==> config.mk <==
export PLATFORM = sky130hd
export DESIGN_NAME = nfc_power_state_manager
export DESIGN_NICKNAME = d
export VERILOG_FILES = /design/src/include/pwr_pkg.sv /design/src/rtl/pin_sync.sv /design/src/rtl/wake_timer.sv /design/src/rtl/nfc_power_state_manager.sv
export SDC_FILE = /design/constraint.sdc
export NUM_CORES = 1
export LEC_CHECK = 0
export ABC_CLOCK_PERIOD_IN_PS = 6200
export BUFFER_PORTS_ARGS = -buffer_cell sky130_fd_sc_hd__buf_4
export CAP_MARGIN = 25
export CORE_MARGIN = 1.5
export CORE_UTILIZATION = 33
export DETAILED_ROUTE_END_ITERATION = 10
export RECOVER_POWER = 100
export SYNTH_ARGS = -nofsm -noshare
export SYNTH_HDL_FRONTEND = slang
export SYNTH_SLANG_ARGS = --single-unit
==> constraint.sdc <==
create_clock -name core_clk_i -period 6.2 [get_ports core_clk_i]
set_input_delay 1.24 -clock core_clk_i [delete_from_list [all_inputs] [get_ports core_clk_i]]
set_output_delay 1.24 -clock core_clk_i [all_outputs]
set_load 0.05 [all_outputs]
==> src/include/pwr_pkg.sv <==
package pwr_pkg;
  // Core clock rate and the slow wake oscillator it stands in for
  localparam int CLK_HZ = 25_000_000;
  localparam int CLK_NS = 40;
  localparam int SLOW_HZ = 380_000;
  localparam logic [6:0] SLOW_DIV = 7'(CLK_HZ / SLOW_HZ);
  // Boot time is a least time, so it rounds up
  localparam int BOOT_NS = 100_000;
  localparam logic [11:0] BOOT_CYC = 12'((BOOT_NS + CLK_NS - 1) / CLK_NS);
  // Probe burst is a longest time, so it rounds down
  localparam int PROBE_NS = 20_000;
  localparam logic [11:0] PROBE_CYC = 12'(PROBE_NS / CLK_NS);
  // Listening phase length in slow oscillator ticks
  localparam int LISTEN_MS = 500;
  localparam int LISTEN_W = 20;
  localparam logic [19:0] LISTEN_TICKS = 20'(LISTEN_MS * (SLOW_HZ / 1000));
  // Register offsets
  localparam logic [3:0] OFS_CTRL = 4'h0;
  localparam logic [3:0] OFS_BATT = 4'h4;
  localparam logic [3:0] OFS_LISTEN = 4'h8;
  localparam logic [3:0] OFS_STATUS = 4'hc;
  // Control register fields
  localparam int C_MON = 0;
  localparam int C_STBY = 1;
  localparam int C_LOOP = 2;
  localparam int C_LPP = 3;
  localparam int C_WK_HOST = 4;
  localparam int C_WK_RF = 5;
  localparam int C_WK_TMR = 6;
  localparam int C_OSC = 7;
  localparam int C_TECH = 8;
  localparam int TECH_W = 4;
  localparam int CTRL_W = 12;
  localparam logic [11:0] CTRL_RST = 12'hff0;
  // Battery threshold fields
  localparam int CRIT_LSB = 0;
  localparam int HYST_LSB = 8;
  localparam logic [7:0] CRIT_RST = 8'h40;
  localparam logic [7:0] HYST_RST = 8'h08;
  // Synchronised pin positions
  localparam int P_EN = 0;
  localparam int P_BAT = 1;
  localparam int P_RF = 2;
  // Power state and functional mode codes
  localparam logic [1:0] PWR_MON = 2'h0;
  localparam logic [1:0] PWR_DPD = 2'h1;
  localparam logic [1:0] PWR_STBY = 2'h2;
  localparam logic [1:0] PWR_ACT = 2'h3;
  localparam logic [1:0] MODE_IDLE = 2'h0;
  localparam logic [1:0] MODE_LISTEN = 2'h1;
  localparam logic [1:0] MODE_POLL = 2'h2;
  localparam logic [1:0] MODE_NONE = 2'h3;
  // Sequencer states, one-hot
  typedef enum logic [6:0] {
    S_DPD = 7'h01, S_MON = 7'h02, S_BOOT = 7'h04, S_STBY = 7'h08,
    S_IDLE = 7'h10, S_LISTEN = 7'h20, S_POLL = 7'h40
  } state_type;
  // Register port request
  typedef struct packed {
    logic [3:0] addr;
    logic [31:0] wdata;
    logic wr;
    logic rd;
  } bus_req_type;
  // Status outputs toward the rest of the chip
  typedef struct packed {
    logic [1:0] pwr;
    logic [1:0] mode;
    logic full;
    logic comm;
    logic pmu_on;
    logic cpu_on;
    logic rf_on;
    logic probe;
    logic [3:0] tech;
  } out_type;
  // Pin synchroniser state
  typedef struct packed {
    logic [2:0] s1;
    logic [2:0] s2;
    logic [2:0] s3;
    logic [2:0] o;
  } sync_type;
  // Wake timer state
  typedef struct packed {
    logic [6:0] div;
    logic [19:0] cnt;
    logic run;
    logic exp;
  } tmr_type;
  // Sequencer state
  typedef struct packed {
    state_type st;
    logic [11:0] ctrl;
    logic [7:0] crit;
    logic [7:0] hyst;
    logic [19:0] listen;
    logic [11:0] cnt;
    logic full_poll;
    logic [31:0] rdata;
    out_type out;
  } mgr_type;
endpackage : pwr_pkg

==> src/rtl/pin_sync.sv <==
`timescale 1ns/1ps
module pin_sync (
  input wire logic core_clk_i,
  input wire logic reset_i,
  input wire logic [2:0] pin_i,  // Raw pins
  output logic [2:0] pin_o  // Filtered levels
);
  pwr_pkg::sync_type q;  // Registered state
  pwr_pkg::sync_type n;  // Next state

  // Three stages; output moves only when stages two and three agree
  always_comb begin
    n = q;
    n.s1 = pin_i;
    n.s2 = q.s1;
    n.s3 = q.s2;
    n.o = (q.s2 & q.s3) | (q.o & (q.s2 ^ q.s3));
  end

  // State register
  always_ff @(posedge core_clk_i or posedge reset_i) begin
    if (reset_i) begin
      q <= '0;
    end else begin
      q <= n;
    end
  end

  assign pin_o = q.o;
endmodule : pin_sync

==> src/rtl/wake_timer.sv <==
`timescale 1ns/1ps
module wake_timer (
  input wire logic core_clk_i,
  input wire logic reset_i,
  input wire logic osc_en_i,  // Slow oscillator running
  input wire logic start_i,  // Load and run
  input wire logic [19:0] load_i,  // Ticks to count
  output logic run_o,  // Counting
  output logic expire_o  // One-cycle expiry pulse
);
  pwr_pkg::tmr_type q;  // Registered state
  pwr_pkg::tmr_type n;  // Next state
  logic tick;  // Slow oscillator edge

  // Slow tick only while the oscillator is enabled; no ticks means no expiry
  always_comb begin
    n = q;
    n.exp = 1'b0;
    tick = osc_en_i && (q.div == pwr_pkg::SLOW_DIV - 7'h01);
    if (!osc_en_i || tick) begin
      n.div = '0;
    end else begin
      n.div = q.div + 7'h01;
    end
    if (start_i) begin
      n.cnt = load_i;
      n.run = 1'b1;
    end else if (q.run && tick) begin
      // Zero load expires on the first tick
      if (q.cnt <= 20'h00001) begin
        n.run = 1'b0;
        n.exp = 1'b1;
        n.cnt = '0;
      end else begin
        n.cnt = q.cnt - 20'h00001;
      end
    end
  end

  // State register
  always_ff @(posedge core_clk_i or posedge reset_i) begin
    if (reset_i) begin
      q <= '0;
    end else begin
      q <= n;
    end
  end

  assign run_o = q.run;
  assign expire_o = q.exp;
endmodule : wake_timer

==> src/rtl/nfc_power_state_manager.sv <==
`timescale 1ns/1ps
// Contract
// Full power needs battery and enable high
// No communication while powered off
// Four power states mapped onto two modes
// Monitor below critical level, leave with hysteresis
// Monitor switches internal supply off
// Only the host enters or leaves deep power down; the code also enters it on battery loss
// Boot ends in the active state
// Host should then select standby by default
// Standby only when the host allows it
// Standby wakes on host, field or timer
// Active holds exactly one functional mode
// Idle keeps RF off, stays without standby
// Listener turns RF on as card
// RF done returns to idle or standby
// Host avoids polling on low battery
// Loop alternates; each technology has an enable
// Loop has listening and polling phases
// Listening stays standby until field appears
// Low-power polling probes, full loop on target
// Listening duration is configurable
// Enable low forces deep power down
// Enable rise runs boot then idle
module nfc_power_state_manager #(
  parameter logic [19:0] LISTEN_TICKS_DEF = pwr_pkg::LISTEN_TICKS  // Listening ticks at reset
) (
  input wire logic core_clk_i,
  input wire logic reset_i,
  input wire logic power_enable_pin_i,  // Host enable pin
  input wire logic battery_ok_i,  // Battery supply present
  input wire logic rf_field_i,  // RF level detector
  input wire logic [7:0] battery_level_i,  // Battery monitor code, same clock
  input wire logic host_wake_i,  // Host bus address wake pulse
  input wire logic host_idle_i,  // No host traffic pending
  input wire logic target_sensed_i,  // Probe saw a target
  input wire logic rf_done_i,  // RF exchange finished
  input wire pwr_pkg::bus_req_type bus_i,  // Register port request
  output logic [31:0] rdata_o,  // Read data, cycle after read strobe
  output pwr_pkg::out_type status_o  // Power and mode outputs
);
  pwr_pkg::mgr_type q;  // Registered state
  pwr_pkg::mgr_type n;  // Next state
  logic [2:0] pins;  // Synchronised pins
  logic alive;  // Battery and enable both up
  logic mon_low;  // Monitoring on and battery critical
  logic bat_rec;  // Battery back at or above threshold plus hysteresis
  logic tech_any;  // At least one technology in the loop
  logic tmr_start;  // Start listening phase timer
  logic tmr_run;  // Timer counting
  logic tmr_exp;  // Listening phase over

  // Level with hysteresis; widened so the sum cannot wrap
  function automatic logic above_rec(input logic [7:0] lvl, input logic [7:0] crit,
                                     input logic [7:0] hyst);
    return {1'b0, lvl} >= ({1'b0, crit} + {1'b0, hyst});
  endfunction : above_rec

  // Where RF work ends
  function automatic pwr_pkg::state_type back_st(input logic stby);
    return stby ? pwr_pkg::S_STBY : pwr_pkg::S_IDLE;
  endfunction : back_st

  // Power state code of a sequencer state
  function automatic logic [1:0] pwr_of(input pwr_pkg::state_type s);
    case (s)
      pwr_pkg::S_MON: return pwr_pkg::PWR_MON;
      pwr_pkg::S_DPD: return pwr_pkg::PWR_DPD;
      pwr_pkg::S_STBY: return pwr_pkg::PWR_STBY;
      default: return pwr_pkg::PWR_ACT;
    endcase
  endfunction : pwr_of

  // Functional mode code; boot and non-active states have none
  function automatic logic [1:0] mode_of(input pwr_pkg::state_type s);
    case (s)
      pwr_pkg::S_IDLE: return pwr_pkg::MODE_IDLE;
      pwr_pkg::S_LISTEN: return pwr_pkg::MODE_LISTEN;
      pwr_pkg::S_POLL: return pwr_pkg::MODE_POLL;
      default: return pwr_pkg::MODE_NONE;
    endcase
  endfunction : mode_of

  // Pins from outside the clock domain
  pin_sync u_sync (
    .core_clk_i(core_clk_i),
    .reset_i(reset_i),
    .pin_i({rf_field_i, battery_ok_i, power_enable_pin_i}),
    .pin_o(pins)
  );

  // Listening phase timer on the slow oscillator
  wake_timer u_tmr (
    .core_clk_i(core_clk_i),
    .reset_i(reset_i),
    .osc_en_i(q.ctrl[pwr_pkg::C_OSC]),
    .start_i(tmr_start),
    .load_i(q.listen),
    .run_o(tmr_run),
    .expire_o(tmr_exp)
  );

  // Conditions shared by sequencer and checks
  assign alive = pins[pwr_pkg::P_EN] && pins[pwr_pkg::P_BAT];
  assign mon_low = q.ctrl[pwr_pkg::C_MON] && (battery_level_i < q.crit);
  assign bat_rec = above_rec(battery_level_i, q.crit, q.hyst);
  assign tech_any = |q.ctrl[pwr_pkg::C_TECH +: pwr_pkg::TECH_W];
  // Rearm whenever a listening phase is under way and the timer is idle
  assign tmr_start = (q.st == pwr_pkg::S_STBY || q.st == pwr_pkg::S_IDLE) && !tmr_run;

  // Register port, sequencer and output decode
  always_comb begin
    n = q;
    n.rdata = '0;
    // Register writes
    if (bus_i.wr) begin
      if (bus_i.addr == pwr_pkg::OFS_CTRL) begin
        n.ctrl = bus_i.wdata[pwr_pkg::CTRL_W-1:0];
      end else if (bus_i.addr == pwr_pkg::OFS_BATT) begin
        n.crit = bus_i.wdata[pwr_pkg::CRIT_LSB +: 8];
        n.hyst = bus_i.wdata[pwr_pkg::HYST_LSB +: 8];
      end else if (bus_i.addr == pwr_pkg::OFS_LISTEN) begin
        n.listen = bus_i.wdata[pwr_pkg::LISTEN_W-1:0];
      end
    end
    // Register reads; unmapped reads return zero
    if (bus_i.rd) begin
      if (bus_i.addr == pwr_pkg::OFS_CTRL) begin
        n.rdata = 32'(q.ctrl);
      end else if (bus_i.addr == pwr_pkg::OFS_BATT) begin
        n.rdata = {16'h0000, q.hyst, q.crit};
      end else if (bus_i.addr == pwr_pkg::OFS_LISTEN) begin
        n.rdata = 32'(q.listen);
      end else if (bus_i.addr == pwr_pkg::OFS_STATUS) begin
        n.rdata = 32'({q.out.mode, q.out.pwr, q.st});
      end
    end
    // Enable low wins over everything; the device cannot leave on its own
    if (!alive) begin
      n.st = pwr_pkg::S_DPD;
      n.full_poll = 1'b0;
    end else if (mon_low && q.st != pwr_pkg::S_MON) begin
      n.st = pwr_pkg::S_MON;
    end else begin
      case (q.st)
        // Enable came up: start boot
        pwr_pkg::S_DPD: begin
          n.st = pwr_pkg::S_BOOT;
          n.cnt = '0;
        end
        // Only a recovered battery ends monitoring
        pwr_pkg::S_MON: begin
          if (bat_rec) begin
            n.st = pwr_pkg::S_BOOT;
            n.cnt = '0;
          end
        end
        // Boot always lands in active idle
        pwr_pkg::S_BOOT: begin
          if (q.cnt == pwr_pkg::BOOT_CYC - 12'h001) begin
            n.st = pwr_pkg::S_IDLE;
          end else begin
            n.cnt = q.cnt + 12'h001;
          end
        end
        // Idle: listening phase when standby is off
        pwr_pkg::S_IDLE: begin
          if (q.ctrl[pwr_pkg::C_LOOP] && pins[pwr_pkg::P_RF]) begin
            n.st = pwr_pkg::S_LISTEN;
          end else if (q.ctrl[pwr_pkg::C_LOOP] && tmr_exp && tech_any) begin
            n.st = pwr_pkg::S_POLL;
            n.cnt = '0;
            n.full_poll = 1'b0;
          end else if (q.ctrl[pwr_pkg::C_STBY] && host_idle_i) begin
            n.st = pwr_pkg::S_STBY;
          end
        end
        // Standby: wait for an enabled wake source
        pwr_pkg::S_STBY: begin
          if (!q.ctrl[pwr_pkg::C_STBY]) begin
            n.st = pwr_pkg::S_IDLE;
          end else if (pins[pwr_pkg::P_RF] && q.ctrl[pwr_pkg::C_WK_RF]) begin
            n.st = q.ctrl[pwr_pkg::C_LOOP] ? pwr_pkg::S_LISTEN : pwr_pkg::S_IDLE;
          end else if (host_wake_i && q.ctrl[pwr_pkg::C_WK_HOST]) begin
            n.st = pwr_pkg::S_IDLE;
          end else if (tmr_exp && q.ctrl[pwr_pkg::C_WK_TMR] && q.ctrl[pwr_pkg::C_OSC]) begin
            if (q.ctrl[pwr_pkg::C_LOOP] && tech_any) begin
              n.st = pwr_pkg::S_POLL;
              n.cnt = '0;
              n.full_poll = 1'b0;
            end else begin
              n.st = pwr_pkg::S_IDLE;
            end
          end
        end
        // Listener runs until the exchange ends
        pwr_pkg::S_LISTEN: begin
          if (rf_done_i) begin
            n.st = back_st(q.ctrl[pwr_pkg::C_STBY]);
          end
        end
        // Poller: short probe first in low-power polling
        pwr_pkg::S_POLL: begin
          if (q.full_poll || !q.ctrl[pwr_pkg::C_LPP]) begin
            if (rf_done_i) begin
              n.st = back_st(q.ctrl[pwr_pkg::C_STBY]);
              n.full_poll = 1'b0;
            end
          end else if (target_sensed_i) begin
            n.full_poll = 1'b1;
          end else if (q.cnt == pwr_pkg::PROBE_CYC - 12'h001) begin
            n.st = back_st(q.ctrl[pwr_pkg::C_STBY]);
          end else begin
            n.cnt = q.cnt + 12'h001;
          end
        end
        default: begin
          n.st = pwr_pkg::S_DPD;
        end
      endcase
    end
    // Outputs follow the next state so they line up with it
    n.out.pwr = pwr_of(n.st);
    n.out.mode = mode_of(n.st);
    n.out.full = !(n.st inside {pwr_pkg::S_DPD, pwr_pkg::S_MON});
    n.out.comm = n.out.full && n.st != pwr_pkg::S_BOOT;
    n.out.pmu_on = n.st != pwr_pkg::S_MON;
    n.out.cpu_on = n.st inside {pwr_pkg::S_BOOT, pwr_pkg::S_IDLE, pwr_pkg::S_LISTEN,
                                pwr_pkg::S_POLL};
    n.out.rf_on = n.st inside {pwr_pkg::S_LISTEN, pwr_pkg::S_POLL};
    n.out.probe = n.st == pwr_pkg::S_POLL && n.ctrl[pwr_pkg::C_LPP] && !n.full_poll;
    n.out.tech = (n.st == pwr_pkg::S_POLL) ? n.ctrl[pwr_pkg::C_TECH +: pwr_pkg::TECH_W] : '0;
  end

  // State register
  always_ff @(posedge core_clk_i or posedge reset_i) begin
    if (reset_i) begin
      q <= '0;
      q.st <= pwr_pkg::S_DPD;
      q.ctrl <= pwr_pkg::CTRL_RST;
      q.crit <= pwr_pkg::CRIT_RST;
      q.hyst <= pwr_pkg::HYST_RST;
      q.listen <= LISTEN_TICKS_DEF;
      q.out.pwr <= pwr_pkg::PWR_DPD;
      q.out.mode <= pwr_pkg::MODE_NONE;
      q.out.pmu_on <= 1'b1;
    end else begin
      q <= n;
    end
  end

  assign rdata_o = q.rdata;
  assign status_o = q.out;

  // Enable or battery loss drops into deep power down next cycle
  AST_DPD_ON_LOW: assert property (@(posedge core_clk_i) disable iff (reset_i)
    !alive |=> q.st == pwr_pkg::S_DPD && q.out.pwr == pwr_pkg::PWR_DPD)
    else $error("enable low did not force deep power down");

  // Powered-off states never report full power or communication
  AST_OFF_NO_COMM: assert property (@(posedge core_clk_i) disable iff (reset_i)
    (q.out.pwr == pwr_pkg::PWR_MON || q.out.pwr == pwr_pkg::PWR_DPD) |-> !q.out.full && !q.out.comm)
    else $error("communication allowed while powered off");

  // Monitor keeps the internal supply off
  AST_PMU_OFF_MON: assert property (@(posedge core_clk_i) disable iff (reset_i)
    q.st == pwr_pkg::S_MON |-> !q.out.pmu_on && q.out.pwr == pwr_pkg::PWR_MON)
    else $error("supply on in monitor");

  // Monitor is left for boot only with the battery recovered past hysteresis
  AST_MON_EXIT: assert property (@(posedge core_clk_i) disable iff (reset_i)
    $fell(q.st == pwr_pkg::S_MON) && q.st == pwr_pkg::S_BOOT |-> $past(bat_rec))
    else $error("monitor left without recovery");

  // Last boot count lands in idle
  AST_BOOT_IDLE: assert property (@(posedge core_clk_i) disable iff (reset_i)
    q.st == pwr_pkg::S_BOOT && q.cnt == pwr_pkg::BOOT_CYC - 12'h001 && alive && !mon_low
    |=> q.st == pwr_pkg::S_IDLE && q.out.mode == pwr_pkg::MODE_IDLE)
    else $error("boot did not end in idle");

  // Standby only with permission
  AST_STBY_CFG: assert property (@(posedge core_clk_i) disable iff (reset_i)
    $rose(q.st == pwr_pkg::S_STBY) |-> $past(q.ctrl[pwr_pkg::C_STBY]) && !q.out.cpu_on)
    else $error("standby entered without permission");

  // Active after boot always carries one functional mode
  AST_MODE_ONE: assert property (@(posedge core_clk_i) disable iff (reset_i)
    q.out.pwr == pwr_pkg::PWR_ACT && q.st != pwr_pkg::S_BOOT |-> q.out.mode != pwr_pkg::MODE_NONE)
    else $error("active without functional mode");

  // Field in a listening standby goes to listener
  AST_FIELD_LISTEN: assert property (@(posedge core_clk_i) disable iff (reset_i)
    q.st == pwr_pkg::S_STBY && q.ctrl[pwr_pkg::C_STBY] && q.ctrl[pwr_pkg::C_LOOP] &&
    q.ctrl[pwr_pkg::C_WK_RF] && pins[pwr_pkg::P_RF] && alive && !mon_low
    |=> q.st == pwr_pkg::S_LISTEN && q.out.rf_on)
    else $error("field did not start listener");

  // End of exchange drops RF and returns to idle or standby
  AST_RF_DONE: assert property (@(posedge core_clk_i) disable iff (reset_i)
    q.st == pwr_pkg::S_LISTEN && rf_done_i && alive && !mon_low
    |=> !q.out.rf_on && q.st == $past(back_st(q.ctrl[pwr_pkg::C_STBY])))
    else $error("listener did not return after RF done");

  // A sensed target ends the probe and keeps polling
  AST_PROBE_HIT: assert property (@(posedge core_clk_i) disable iff (reset_i)
    q.out.probe && q.st == pwr_pkg::S_POLL && target_sensed_i && alive && !mon_low
    |=> q.st == pwr_pkg::S_POLL && !q.out.probe ##1 q.st == pwr_pkg::S_POLL || !alive || mon_low)
    else $error("target did not start full polling");

  // Polling only starts with a technology enabled
  AST_POLL_TECH: assert property (@(posedge core_clk_i) disable iff (reset_i)
    $rose(q.st == pwr_pkg::S_POLL) |-> $past(tech_any) && q.out.tech != '0 || q.ctrl == '0)
    else $error("polling without a technology");
endmodule : nfc_power_state_manager

==> summary.txt, run 1 <==
Global route
  – Vias in the first global route: ~5.7k
  – First-pass GRT wire length: 31300 um
  – Largest net degree at the start of global routing: 93
  – Tot GR Track Use: roughly 17%
  – Gr ovfl total: 0
  – Number of antenna violations at the first check in global routing: 0

Cells and area
  – P&R area growth vs syn: 12.7%
  – Area of the multi-input gates: ~3600 um2
  – Post-layout nets: 870
  – N_diodes: 0
  – Finished Layout Cells: roughly 1.1k
  – Register area: 3610 um2
  – Final Util: a little under two fifths
  – Fill cell count: 2282
  – Share of layout cells above drive strength 1: about 20%

STA
  – Fin worst setup slack: 1.99 ns
  – Endpoints failing setup: 0
  – RSZ-0062 raised after global routing: false
  – Hold WS: 0.347 ns
  – Post-layout min period: around 4.2 ns
  – Worst Tran Pin Value: ~3.6 ns
  – Final total negative setup slack: 0 ns
  – Slew Limit Fails: 93
  – F_max: 238 MHz
  – Max-slew headroom: -138%
  – Hold Violations, Final: 0
  – Tcrit/Tclk final: between 60% and 70%
  – Max Clock Skew: between 0.009 and 0.01 ns

Placement
  – Place WS: 2.30 ns
  – DP Cell Count: 1077
  – Post-DP HPWL: 14300 um
  – Placer Congestion: roughly 0.89
  – Port-buffer cells: 76

Critical path
  – Setup crit end kind: async pin
  – R2r setup slk: 2.28 ns
  – CP Launch Point: reset_i
  – Crit Path Category: in -> async
  – Worst path bufs/invs: 3
  – RR Endpoint: q[108]
  – Crit path launch type: input pin
  – Critical path's largest stage delay: ~2.4 ns
  – CP arrival: 4.70 ns
  – Critical Path Stages: 3
  – Worst r2r path cells: 14
  – Crit path cell chain: clkbuf_4 -> inv_1 -> buf_4
  – Critical R2R Launch: q[80]
  – CP Max Fanout: 92
  – CP delay by family, top: buffers and inverters
  – Worst setup path endpoint: status_o[2]
  – Worst path slowest cell: inv_1
  – Req. time, crit path: 6.70 ns

Route
  – Detailed-route wire length: 19600 um
  – Max Used Layer: met4
  – Met3 routed WL: just under 900 um
  – Detail Route met2 WL: 9460 um
  – DRT iter0 DRCs: 350
  – Final ANT Viol Nets: 0
  – WL/cell: 17.6 um
  – Vias/cell: 5.11
  – First-pass DRT Iterations: 5
  – Via count: 5663
  – M1 WL: 9060 um
  – # DRC: 0

Clock tree
  – CTS tree: built
  – Clock Tree Root: clkbuf_16
  – Clock-pin transition on the worst setup and hold timing paths: roughly 0.060 ns
  – Post-CTS setup buffers: 0
  – Hold buffers post-CTS: 0
  – Worst-case clock buffer depth: 2
  – H-tree depth: 4
  – CTS sink cnt: 143
  – CTS buffer count: 17
  – Worst-skew pair later-pin latency: about 0.43 ns
  – Post-CTS sizing: 0

Logic synthesis
  – Yosys top cell by area: dfrtp_1
  – Synth area leaders: dfrtp_1 39%, dfstp_2 7.8%, mux2_2 7.3%, ha_1 5.0%, buf_4 4.5%
  – Syn Inst Count: 751
  – Synth warn: 0
  – Post-Syn Area: 7720 um2
  – Most used DFF post-synth: dfrtp_1
  – Top cell type's share of synthesized area: 38.9%
  – Number of synthesized flops with an enable pin: 0
  – Seq/Total Area, Yosys: 46.7%
  – Ys async rst share: between 90% and 100%
  – Post-synthesis register bit count: 143
  – Average size of a mapped cell: 10.3 um2
  – Cell variety after synth: 69

Pwr
  – Switch share: 29.8%
  – Pwr Density: 304 nW/um2
  – Int Power: 0.00186 W
  – Clock share of power: a little under two fifths
  – Logic pwr share: 18.6%
  – Psw: just under 0.0008 W
  – P_leak: 3.85 nW
  – Sequential Power Share: 43.5%
  – VDD IR max: 0.000147 V

Floorplan
  – DIE AREA: 24300 um2
  – Num ports: between 100 and 150
  – Std cell rows: 55
  – Core Area: 22800 um2
  – Die span in x: 156 um
  – Initial core utilization: between 30 and 40%
  – Die height: 156 um

Job
  – Number of max-cap violations: 1

Hold path
  – Type of the worst min-delay path: reg -> reg

Outcome
  – Failing checks: max-capacitance violations, max-slew violations
  – Status: finished with violations
## power by group through the flow
stage	Clock, W	Combinational [W]	Sequential (W)
after CTS	0.00102	0.000505	0.00115
final	0.00100	0.000491	0.00115
after detailed placement	0	0.000501	0.00117
after global routing	0.00107	0.000559	0.00116
after global placement	0	0.000490	0.00116
after floorplan	0	0.000405	0.00112
## sequential cells by signal, summed over array words and instances, names as in the netlist
register,cells
q,68
u_sync.pin_o,3
status_o,14
u_sync.q,3
u_tmr.expire_o,1
rdata_o,20
u_tmr.run_o,1
u_sync.n,6
u_tmr.q,27
## layout make-up
type	count	share of cell area, %
multi-input combinational	512	40.9
clock buffer	21	5.41
timing repair buffer	81	5.30
sequential	143	41.4
inverter	28	1.21
tap	313	4.50
clock inverter	11	1.21
## synthesized netlist by cell type, types with 7 or more instances
library cell / number
a21oi_1: 23
or3_1: 13
clkbuf_1: 28
mux2_2: 50
mux2i_1: 8
ha_1: 31
dfrtp_1: 120
nand2_1: 51
inv_1: 28
o221ai_1: 12
o32a_1: 8
nor4_1: 13
nor3b_1: 7
a22oi_1: 8
nor2b_1: 18
nand3_1: 14
buf_4: 46
a21o_1: 9
and3_1: 12
nor3_1: 31
xor2_1: 9
nand2b_1: 13
o21ai_0: 30
dfstp_2: 23
nor2_1: 53
a221o_1: 12
## logic make-up after synthesis
group / after synthesis / synth area share (%)
fa+ha+maj: 32 / 5.28
compound gates: 140 / 13.0
other cells: 1 / 0.0486
buf+inv: 107 / 7.67
mux: 58 / 8.33
xor+xnor: 12 / 1.36
simple gates: 258 / 17.6
flops: 143 / 46.7
## cells in the final DEF (no fill, tap or decap), types with 14 or more instances in the layout
| cell type | count |
|---|---|
| a21oi_1 | 23 |
| buf_4 | 38 |
| clkbuf_1 | 40 |
| clkbuf_16 | 17 |
| dfrtp_1 | 120 |
| dfstp_2 | 23 |
| ha_1 | 31 |
| inv_1 | 28 |
| mux2_2 | 48 |
| nand2_1 | 51 |
| nand3_1 | 14 |
| nor2_1 | 53 |
| nor2b_1 | 18 |
| nor3_1 | 31 |
| o21ai_0 | 31 |
## routing by layer
layer / track usage [%] / vias up
met5: 0 / -
met4: 4.40 / 0
met2: 28.2 / 125
met1: 22.2 / 2794
met3: 3.36 / 12
li1: - / 2732
## metrics by stage
step | cell area, um2 | total power [W]
floorplan | 7760 | 0.00152
global placement | 8280 | 0.00165
detailed placement | 8310 | 0.00167
CTS | 8880 | 0.00268
global route | 8700 | 0.00279
finish | 8700 | 0.00264
## worst min-delay path by stage
stage	start	end	cells past startpoint
2_1_floorplan	u_sync.n[6]	u_sync.n[3]	0
4_1_cts	u_sync.n[6]	u_sync.n[3]	0
5_1_grt	u_sync.n[8]	u_sync.n[5]	0
6_report	u_sync.n[6]	u_sync.n[3]	0
3_5_place_dp	u_sync.n[6]	u_sync.n[3]	0
3_3_place_gp	u_sync.n[8]	u_sync.n[5]	0
Note: power is estimated with default switching activity, not from simulation.
==> run 2, diff against run 1 <==
Settings changed: ABC_CLOCK_PERIOD_IN_PS 6200 to 4100.
Clock period 6.2 ns to 4.1 ns, I/O delays scaled along.
==> run 2 against run 1 <==
  * The run still ends with max-capacitance violations, max-slew violations left
  * Clock power rose by 60%
  * Critical path type is now reg -> reg
  * Flip-flop and latch count unchanged
  * Largest cell class unchanged
  * Via count increased by 3.2%
  * Clock-buffer cell count fell by 1
==> summary.txt, run 2 (synthesized netlist as in run 1, its figures left out) <==
Cells and area
  – Most common cell after layout, fill and taps aside: dfrtp_1 (unchanged)
  – Share of layout cells above drive strength 1: 19.8% (was 19.6%)
  – N_diodes: 0 (unchanged)
  – Most frequent cells in the layout: 120 x dfrtp_1, 53 x nor2_1, 51 x nand2_1 (unchanged)
  – Final instance area: 8770 um2 (was 8700 um2)
  – Largest reg by FF count: q (unchanged)
  – P&R area growth vs syn: 13.6% (was 12.7%)
  – Largest register FFs: 68 (unchanged)
  – Final Util: 38.5% (was 38.2%)
  – Post-layout nets: 879 (was 870)

Critical path
  – CP arrival: 4.14 ns (was 4.70 ns)
  – Worst setup path endpoint: q[49] (was status_o[2])
  – CP Max Fanout: 9 (was 92)
  – Worst r2r path cells: 15 (was 14)
  – Worst path bufs/invs: 1 (was 3)
  – R2r setup slk: 0.27 ns (was 2.28 ns)
  – Critical R2R Launch: q[80] (unchanged)
  – Crit path cell chain: ha_1 -> a21o_1 -> a21oi_1 -> nor2b_1 -> o21a_1 -> o21ai_0 -> xor2_1 -> ha_1 -> and3_1 -> a221o_1 -> a41oi_1 -> o31a_1 -> buf_4 -> or4_1 -> a22o_1 (was clkbuf_4 -> inv_1 -> buf_4)
  – Critical Path Stages: 15 (was 3)
  – RR Endpoint: q[49] (was q[108])
  – CP Launch Point: q[80] (was reset_i)
  – Setup crit end kind: register (was async pin)
  – Crit Path Category: reg -> reg (was in -> async)
  – Worst path slowest cell: or4_1 (was inv_1)
  – CP delay by family, top: compound AO/OA/AOI/OAI gates (was buffers and inverters)
  – Most used cell, CP: ha_1
  – Critical path's largest stage delay: 0.46 ns (was 2.43 ns)
  – Crit path launch type: register (was input pin)
  – Req. time, crit path: 4.41 ns (was 6.70 ns)

Hold path
  – Hold path cells: 0 (unchanged)
  – Type of the worst min-delay path: reg -> reg (unchanged)

Route
  – Detailed-route wire length: 19900 um (was 19600 um)
  – Via count: 5846 (was 5663)
  – Final ANT Viol Nets: 0 (unchanged)
  – # DRC: 0 (unchanged)
  – DRT iter0 DRCs: 456 (was 350)
  – Vias/cell: 5.23 (was 5.11)
  – WL/cell: 17.8 um (was 17.6 um)
  – First-pass DRT Iterations: 4 (was 5)

STA
  – Slew Limit Fails: 37 (was 93)
  – Final total negative setup slack: 0 ns (unchanged)
  – Hold WS: 0.347 ns (about the same)
  – Hold Violations, Final: 0 (unchanged)
  – RSZ-0062 raised after global routing: false (unchanged)
  – Worst Tran Pin Value: 1.54 ns (was 3.58 ns)
  – F_max: 261 MHz
  – Max Clock Skew: 0.00654 ns (was 0.00993 ns)
  – Post-layout min period: 3.83 ns
  – Endpoints failing setup: 0 (unchanged)
  – Tcrit/Tclk final: 93.5%
  – Max-slew headroom: -3.23% (was -138%)

Clock tree
  – CTS sink cnt: 143 (unchanged)
  – Hold buffers post-CTS: 0 (unchanged)
  – Post-CTS sizing: 0 (unchanged)
  – Clock Tree Root: clkbuf_16 (unchanged)
  – H-tree depth: 4 (unchanged)
  – Clock-pin transition on the worst setup and hold timing paths: 0.06 ns (about the same)
  – Post-CTS setup buffers: 0 (unchanged)
  – Worst-case clock buffer depth: 2 (unchanged)
  – CTS buffer count: 17 (unchanged)
  – CTS tree: built (unchanged)
  – Worst-skew pair later-pin latency: 0.42 ns (was 0.43 ns)

Placement
  – Port-buffer cells: 76 (unchanged)
  – Area after DPL: 8370 um2 (was 8310 um2)
  – Post-DP HPWL: 14500 um (was 14300 um)
  – Placer Congestion: 0.885 (was 0.892)

Pwr
  – P_leak: 3.88 nW (was 3.85 nW)
  – Pwr Density: 466 nW/um2 (was 304 nW/um2)
  – VDD IR max: 0.000235 V (was 0.000147 V)
  – Total power: 0.00409 W (was 0.00264 W)

Global route
  – Vias in the first global route: 5681 (was 5650)
  – GR Util met1: 22.3% (was 22.2%)
  – GRT Max-Usage Layer: met2 (unchanged)
  – Number of antenna violations at the first check in global routing: 0 (unchanged)
  – First-pass GRT wire length: 31500 um (was 31300 um)
  – Gr ovfl total: 0 (unchanged)
  – Tot GR Track Use: 16.9% (was 16.8%)
  – Met2 Resource Use GR: 28.3% (was 28.2%)
  – Met3 Resource Use GR: 3.67% (was 3.36%)
  – Largest net degree at the start of global routing: 59 (was 93)

Floorplan
  – Initial core utilization: 33.9% (unchanged)
  – Num ports: 101 (unchanged)
  – Core Area: 22800 um2 (unchanged)
  – Std cell rows: 55 (unchanged)
  – DIE AREA: 24300 um2 (unchanged)
  – Die height: 156 um (unchanged)
  – Die span in x: 156 um (unchanged)

Outcome
  – Status: finished with violations (unchanged)
  – Failing checks: max-capacitance violations, max-slew violations (unchanged)

Job
  – Number of max-cap violations: 1 (unchanged)
## run 2: through the flow
stage / worst slack (ns) / instances
after CTS: 0.282 / 1117
after detailed placement: 0.305 / 1085
after global placement: 0.335 / 1085
final: 0.268 / 1118
after global routing: 0.0167 / 1118
after floorplan: 0.857 / 762
## run 2: power breakdown
group / total (W) / switching, W / internal (W)
combinational: 0.000755 / 0.000417 / 0.000339
clock: 0.00160 / 0.000618 / 0.000977
sequential: 0.00174 / 0.000152 / 0.00159
total: 0.00409 / 0.00119 / 0.00290
## run 2: worst reg2reg max path, stage by stage, from the launching register on
cell,delay (ns)
dfrtp_1,0.43
ha_1,0.31
a21o_1,0.18
a21oi_1,0.23
nor2b_1,0.08
o21a_1,0.18
o21ai_0,0.21
xor2_1,0.11
ha_1,0.30
and3_1,0.16
a221o_1,0.14
a41oi_1,0.06
o31a_1,0.43
buf_4,0.23
or4_1,0.46
a22o_1,0.19
## run 2: layout make-up
cell class                      instances  area (um2)
Clock buffer                           20         447
Inverter                               28         106
Timing Repair Buffer                   90         509
Tap cell                              313         392
Multi-Input combinational cell        512        3550
Fill cell                            2265       14000
Clock inverter                         12         159
Sequential cell                       143        3610
## run 2: worst min path at each step
stage	endpoint	slack, ns	start
floorplan	u_sync.n[3]	0.33	u_sync.n[6]
global placement	u_sync.n[4]	0.33	u_sync.n[7]
detailed placement	u_sync.n[4]	0.34	u_sync.n[7]
CTS	u_sync.n[4]	0.35	u_sync.n[7]
global route	u_sync.n[3]	0.37	u_sync.n[6]
finish	u_sync.n[4]	0.35	u_sync.n[7]
## run 2: metal layers
metal | vias up | share of wire, %
met4 | 0 | 0.91
met1 | 2927 | 44
met3 | 12 | 5.2
met5 | - | 0
li1 | 2741 | -
met2 | 166 | 50
==> run 3, diff against run 2 <==
--- a/config.mk
+++ b/config.mk
@@ -12,4 +12,5 @@
 export CORE_UTILIZATION = 33
 export DETAILED_ROUTE_END_ITERATION = 10
+export GPL_TIMING_DRIVEN = 0
 export RECOVER_POWER = 100
 export SYNTH_ARGS = -nofsm -noshare
==> constraint.sdc (replaced) <==
create_clock -name core_clk_i -period 4.1 [get_ports core_clk_i]
set_input_delay 0.41 -clock core_clk_i [delete_from_list [all_inputs] [get_ports core_clk_i]]
set_output_delay 0.41 -clock core_clk_i [all_outputs]
set_load 0.05 [all_outputs]
==> run 3 against run 2 <==
  * The run still ends with max-capacitance violations, max-slew violations left
  * Clock-buffer cell count shrank 3
  * First-iteration DRC count shrank 26%
  * Register-to-register slack is essentially flat
  * Hold slack lost 0.24 ns
  * Critical path type unchanged
  * Highest routed layer unchanged
==> summary.txt, run 3 (synthesized netlist as in run 1, its figures left out) <==
STA
  – Slew Limit Fails: 37 (unchanged)
  – Post-layout min period: 3.82 ns (was 3.83 ns)
  – F_max: 262 MHz (was 261 MHz)
  – Tcrit/Tclk final: 93.2% (was 93.5%)
  – RSZ-0062 raised after global routing: false (unchanged)
  – Hold Violations, Final: 0 (unchanged)
  – Final total negative setup slack: 0 ns (unchanged)
  – Max Clock Skew: 0.00993 ns (was 0.00654 ns)
  – Max-slew headroom: -36.1% (was -3.23%)
  – Endpoints failing setup: 0 (unchanged)
  – Worst Tran Pin Value: 2.04 ns (was 1.54 ns)
  – Fin worst setup slack: 0.280 ns (was 0.268 ns)

Pwr
  – Pwr Density: 437 nW/um2 (was 466 nW/um2)
  – P_leak: 4.16 nW (was 3.88 nW)
  – VDD IR max: 0.000280 V (was 0.000235 V)

Route
  – DRT iter0 DRCs: 339 (was 456)
  – Detailed-route wire length: 20400 um (was 19900 um)
  – Final ANT Viol Nets: 0 (unchanged)
  – Vias/cell: 5.11 (was 5.23)
  – Via count: 6065 (was 5846)
  – First-pass DRT Iterations: 5 (was 4)
  – WL/cell: 17.2 um (was 17.8 um)
  – # DRC: 0 (unchanged)

Critical path
  – Worst path slowest cell: dfrtp_1 (was or4_1)
  – R2r setup slk: 0.28 ns (was 0.27 ns)
  – Critical path's largest stage delay: 0.46 ns (about the same)
  – Worst r2r path cells: 15 (unchanged)
  – Crit Path Category: reg -> reg (unchanged)
  – Crit path cell chain: ha_1 -> inv_1 -> fa_1 -> nor2b_1 -> o31a_1 -> o21ai_0 -> nand2b_1 -> xnor2_1 -> ha_1 -> a21o_1 -> a221o_1 -> a41oi_1 -> o31a_1 -> clkbuf_2 -> nor3_1 (was ha_1 -> a21o_1 -> a21oi_1 -> nor2b_1 -> o21a_1 -> o21ai_0 -> xor2_1 -> ha_1 -> and3_1 -> a221o_1 -> a41oi_1 -> o31a_1 -> buf_4 -> or4_1 -> a22o_1)
  – CP Max Fanout: 10 (was 9)
  – Crit path launch type: register (unchanged)
  – CP delay by family, top: compound AO/OA/AOI/OAI gates (unchanged)
  – Req. time, crit path: 4.36 ns (was 4.41 ns)
  – CP arrival: 4.08 ns (was 4.14 ns)
  – RR Endpoint: status_o[6] (was q[49])
  – Critical R2R Launch: q[79] (was q[80])
  – Setup crit end kind: register (unchanged)
  – Worst path bufs/invs: 2 (was 1)

Clock tree
  – Clock Tree Root: clkbuf_16 (unchanged)
  – CTS tree: built (unchanged)
  – CTS sink cnt: 143 (unchanged)
  – Worst-skew pair later-pin latency: 0.43 ns (was 0.42 ns)
  – CTS buffer count: 17 (unchanged)
  – Worst-case clock buffer depth: 2 (unchanged)
  – H-tree depth: 4 (unchanged)
  – Clock-pin transition on the worst setup and hold timing paths: 0.06 ns (about the same)

Floorplan
  – Die span in x: 156 um (unchanged)
  – Std cell rows: 55 (unchanged)
  – Die height: 156 um (unchanged)
  – Num ports: 101 (unchanged)
  – DIE AREA: 24300 um2 (unchanged)
  – Core Area: 22800 um2 (unchanged)
  – Initial core utilization: 33.9% (unchanged)

Job
  – Number of max-cap violations: 1 (unchanged)

Placement
  – Area after DPL: 8810 um2 (was 8370 um2)
  – DP Cell Count: 1155 (was 1085)
  – Port-buffer cells: 75 (was 76)
  – Place WS: 0.218 ns (was 0.305 ns)
  – Placer Congestion: 0.912 (was 0.885)
  – Post-DP HPWL: 15300 um (was 14500 um)

Cells and area
  – Post-layout nets: 949 (was 879)
  – Finished Layout Cells: 1188 (was 1118)
  – P&R area growth vs syn: 19.3% (was 13.6%)
  – Most frequent cells in the layout: 120 x dfrtp_1, 83 x buf_4, 62 x clkbuf_1 (was 120 x dfrtp_1, 53 x nor2_1, 51 x nand2_1)
  – Share of layout cells above drive strength 1: 24.2% (was 19.8%)
  – Largest reg by FF count: q (unchanged)
  – Largest register FFs: 68 (unchanged)
  – Most common cell after layout, fill and taps aside: dfrtp_1 (unchanged)
  – N_diodes: 0 (unchanged)
  – Final instance area: 9210 um2 (was 8770 um2)

Hold path
  – HP Start: power_enable_pin_i (was u_sync.n[7])
  – Hold path cells: 1 (was 0)
  – Type of the worst min-delay path: in -> reg (was reg -> reg)
  – Hold Path End: u_sync.n[6] (was u_sync.n[4])

Outcome
  – Status: finished with violations (unchanged)
  – Failing checks: max-capacitance violations, max-slew violations (unchanged)

Global route
  – Number of antenna violations at the first check in global routing: 0 (unchanged)
  – Tot GR Track Use: 17.8% (was 16.9%)
  – First-pass GRT wire length: 33000 um (was 31500 um)
  – Gr ovfl total: 0 (unchanged)
  – Vias in the first global route: 5989 (was 5681)
  – Largest net degree at the start of global routing: 38 (was 59)
[run 3: cell types whose count changed in the layout (fill, tap and decap cells not counted), sizes merged]
| cell | before | now |
|---|---|---|
| clkbuf | 71 | 86 |
| dlygate4sd3 | 0 | 1 |
| bufinv | 3 | 0 |
| clkinvlp | 3 | 2 |
| buf | 39 | 90 |
| inv | 29 | 36 |
[run 3: how the worst max path moves through the flow]
stage	startpoint	to	slack, ns	depth (start not counted)
floorplan	q[80]	q[50]	0.86	14
global route	q[79]	q[48]	0.04	16
CTS	q[79]	q[58]	0.18	15
detailed placement	q[80]	q[50]	0.22	14
global placement	q[79]	q[50]	0.23	15
finish	q[79]	status_o[6]	0.28	15
[run 3: worst register-to-register path, stage by stage (launching register included)]
cell and delay [ns]:
dfrtp_1 0.46, ha_1 0.20, inv_1 0.05, fa_1 0.39, nor2b_1 0.17, o31a_1 0.22
o21ai_0 0.10, nand2b_1 0.09, xnor2_1 0.13, ha_1 0.27, a21o_1 0.18, a221o_1 0.34
a41oi_1 0.21, o31a_1 0.41, clkbuf_2 0.33, nor3_1 0.11
[run 3: timing repair]
action	in CTS	in global routing
gates resized for setup	0	2
hold buffers	1	0
endpoints found under the hold margin	8	0
endpoints found under the setup margin	0	10
setup buffers	0	0
[run 3: layout make-up]
class / instances / area, um2
fillers: 2278 / 13600
inverters: 28 / 106
clock buffers: 17 / 425
well taps: 313 / 392
flip-flops and latches: 143 / 3610
clock inverters: 15 / 144
plain buffers: 79 / 488
multi-input cells: 512 / 3560
repair buffers: 81 / 487
[run 3: metrics by stage]
stage               utilization (%)  power (W)  hold slack (ns)
finish                         40.4    0.00403            0.111
global route                   40.4    0.00426           0.0914
CTS                            41.2    0.00408           0.0770
detailed placement             38.7    0.00256            0.336
global placement               38.3    0.00253            0.333
floorplan                         -    0.00230            0.331
[run 3: power breakdown]
part           internal [W]  switching, W  total [W]
logic              0.000361      0.000423   0.000784
registers           0.00158      0.000150    0.00173
clock network      0.000806      0.000702    0.00151
total               0.00275       0.00128    0.00403
[run 3: per-layer routing]
metal | GRT usage [%] | part of all wire [%] | up-vias
met5 | 0 | 0 | -
met4 | 5.26 | 2.0 | 0
met3 | 3.83 | 5.2 | 29
met2 | 29.8 | 49 | 167
met1 | 23.0 | 44 | 2981
li1 | - | - | 2888
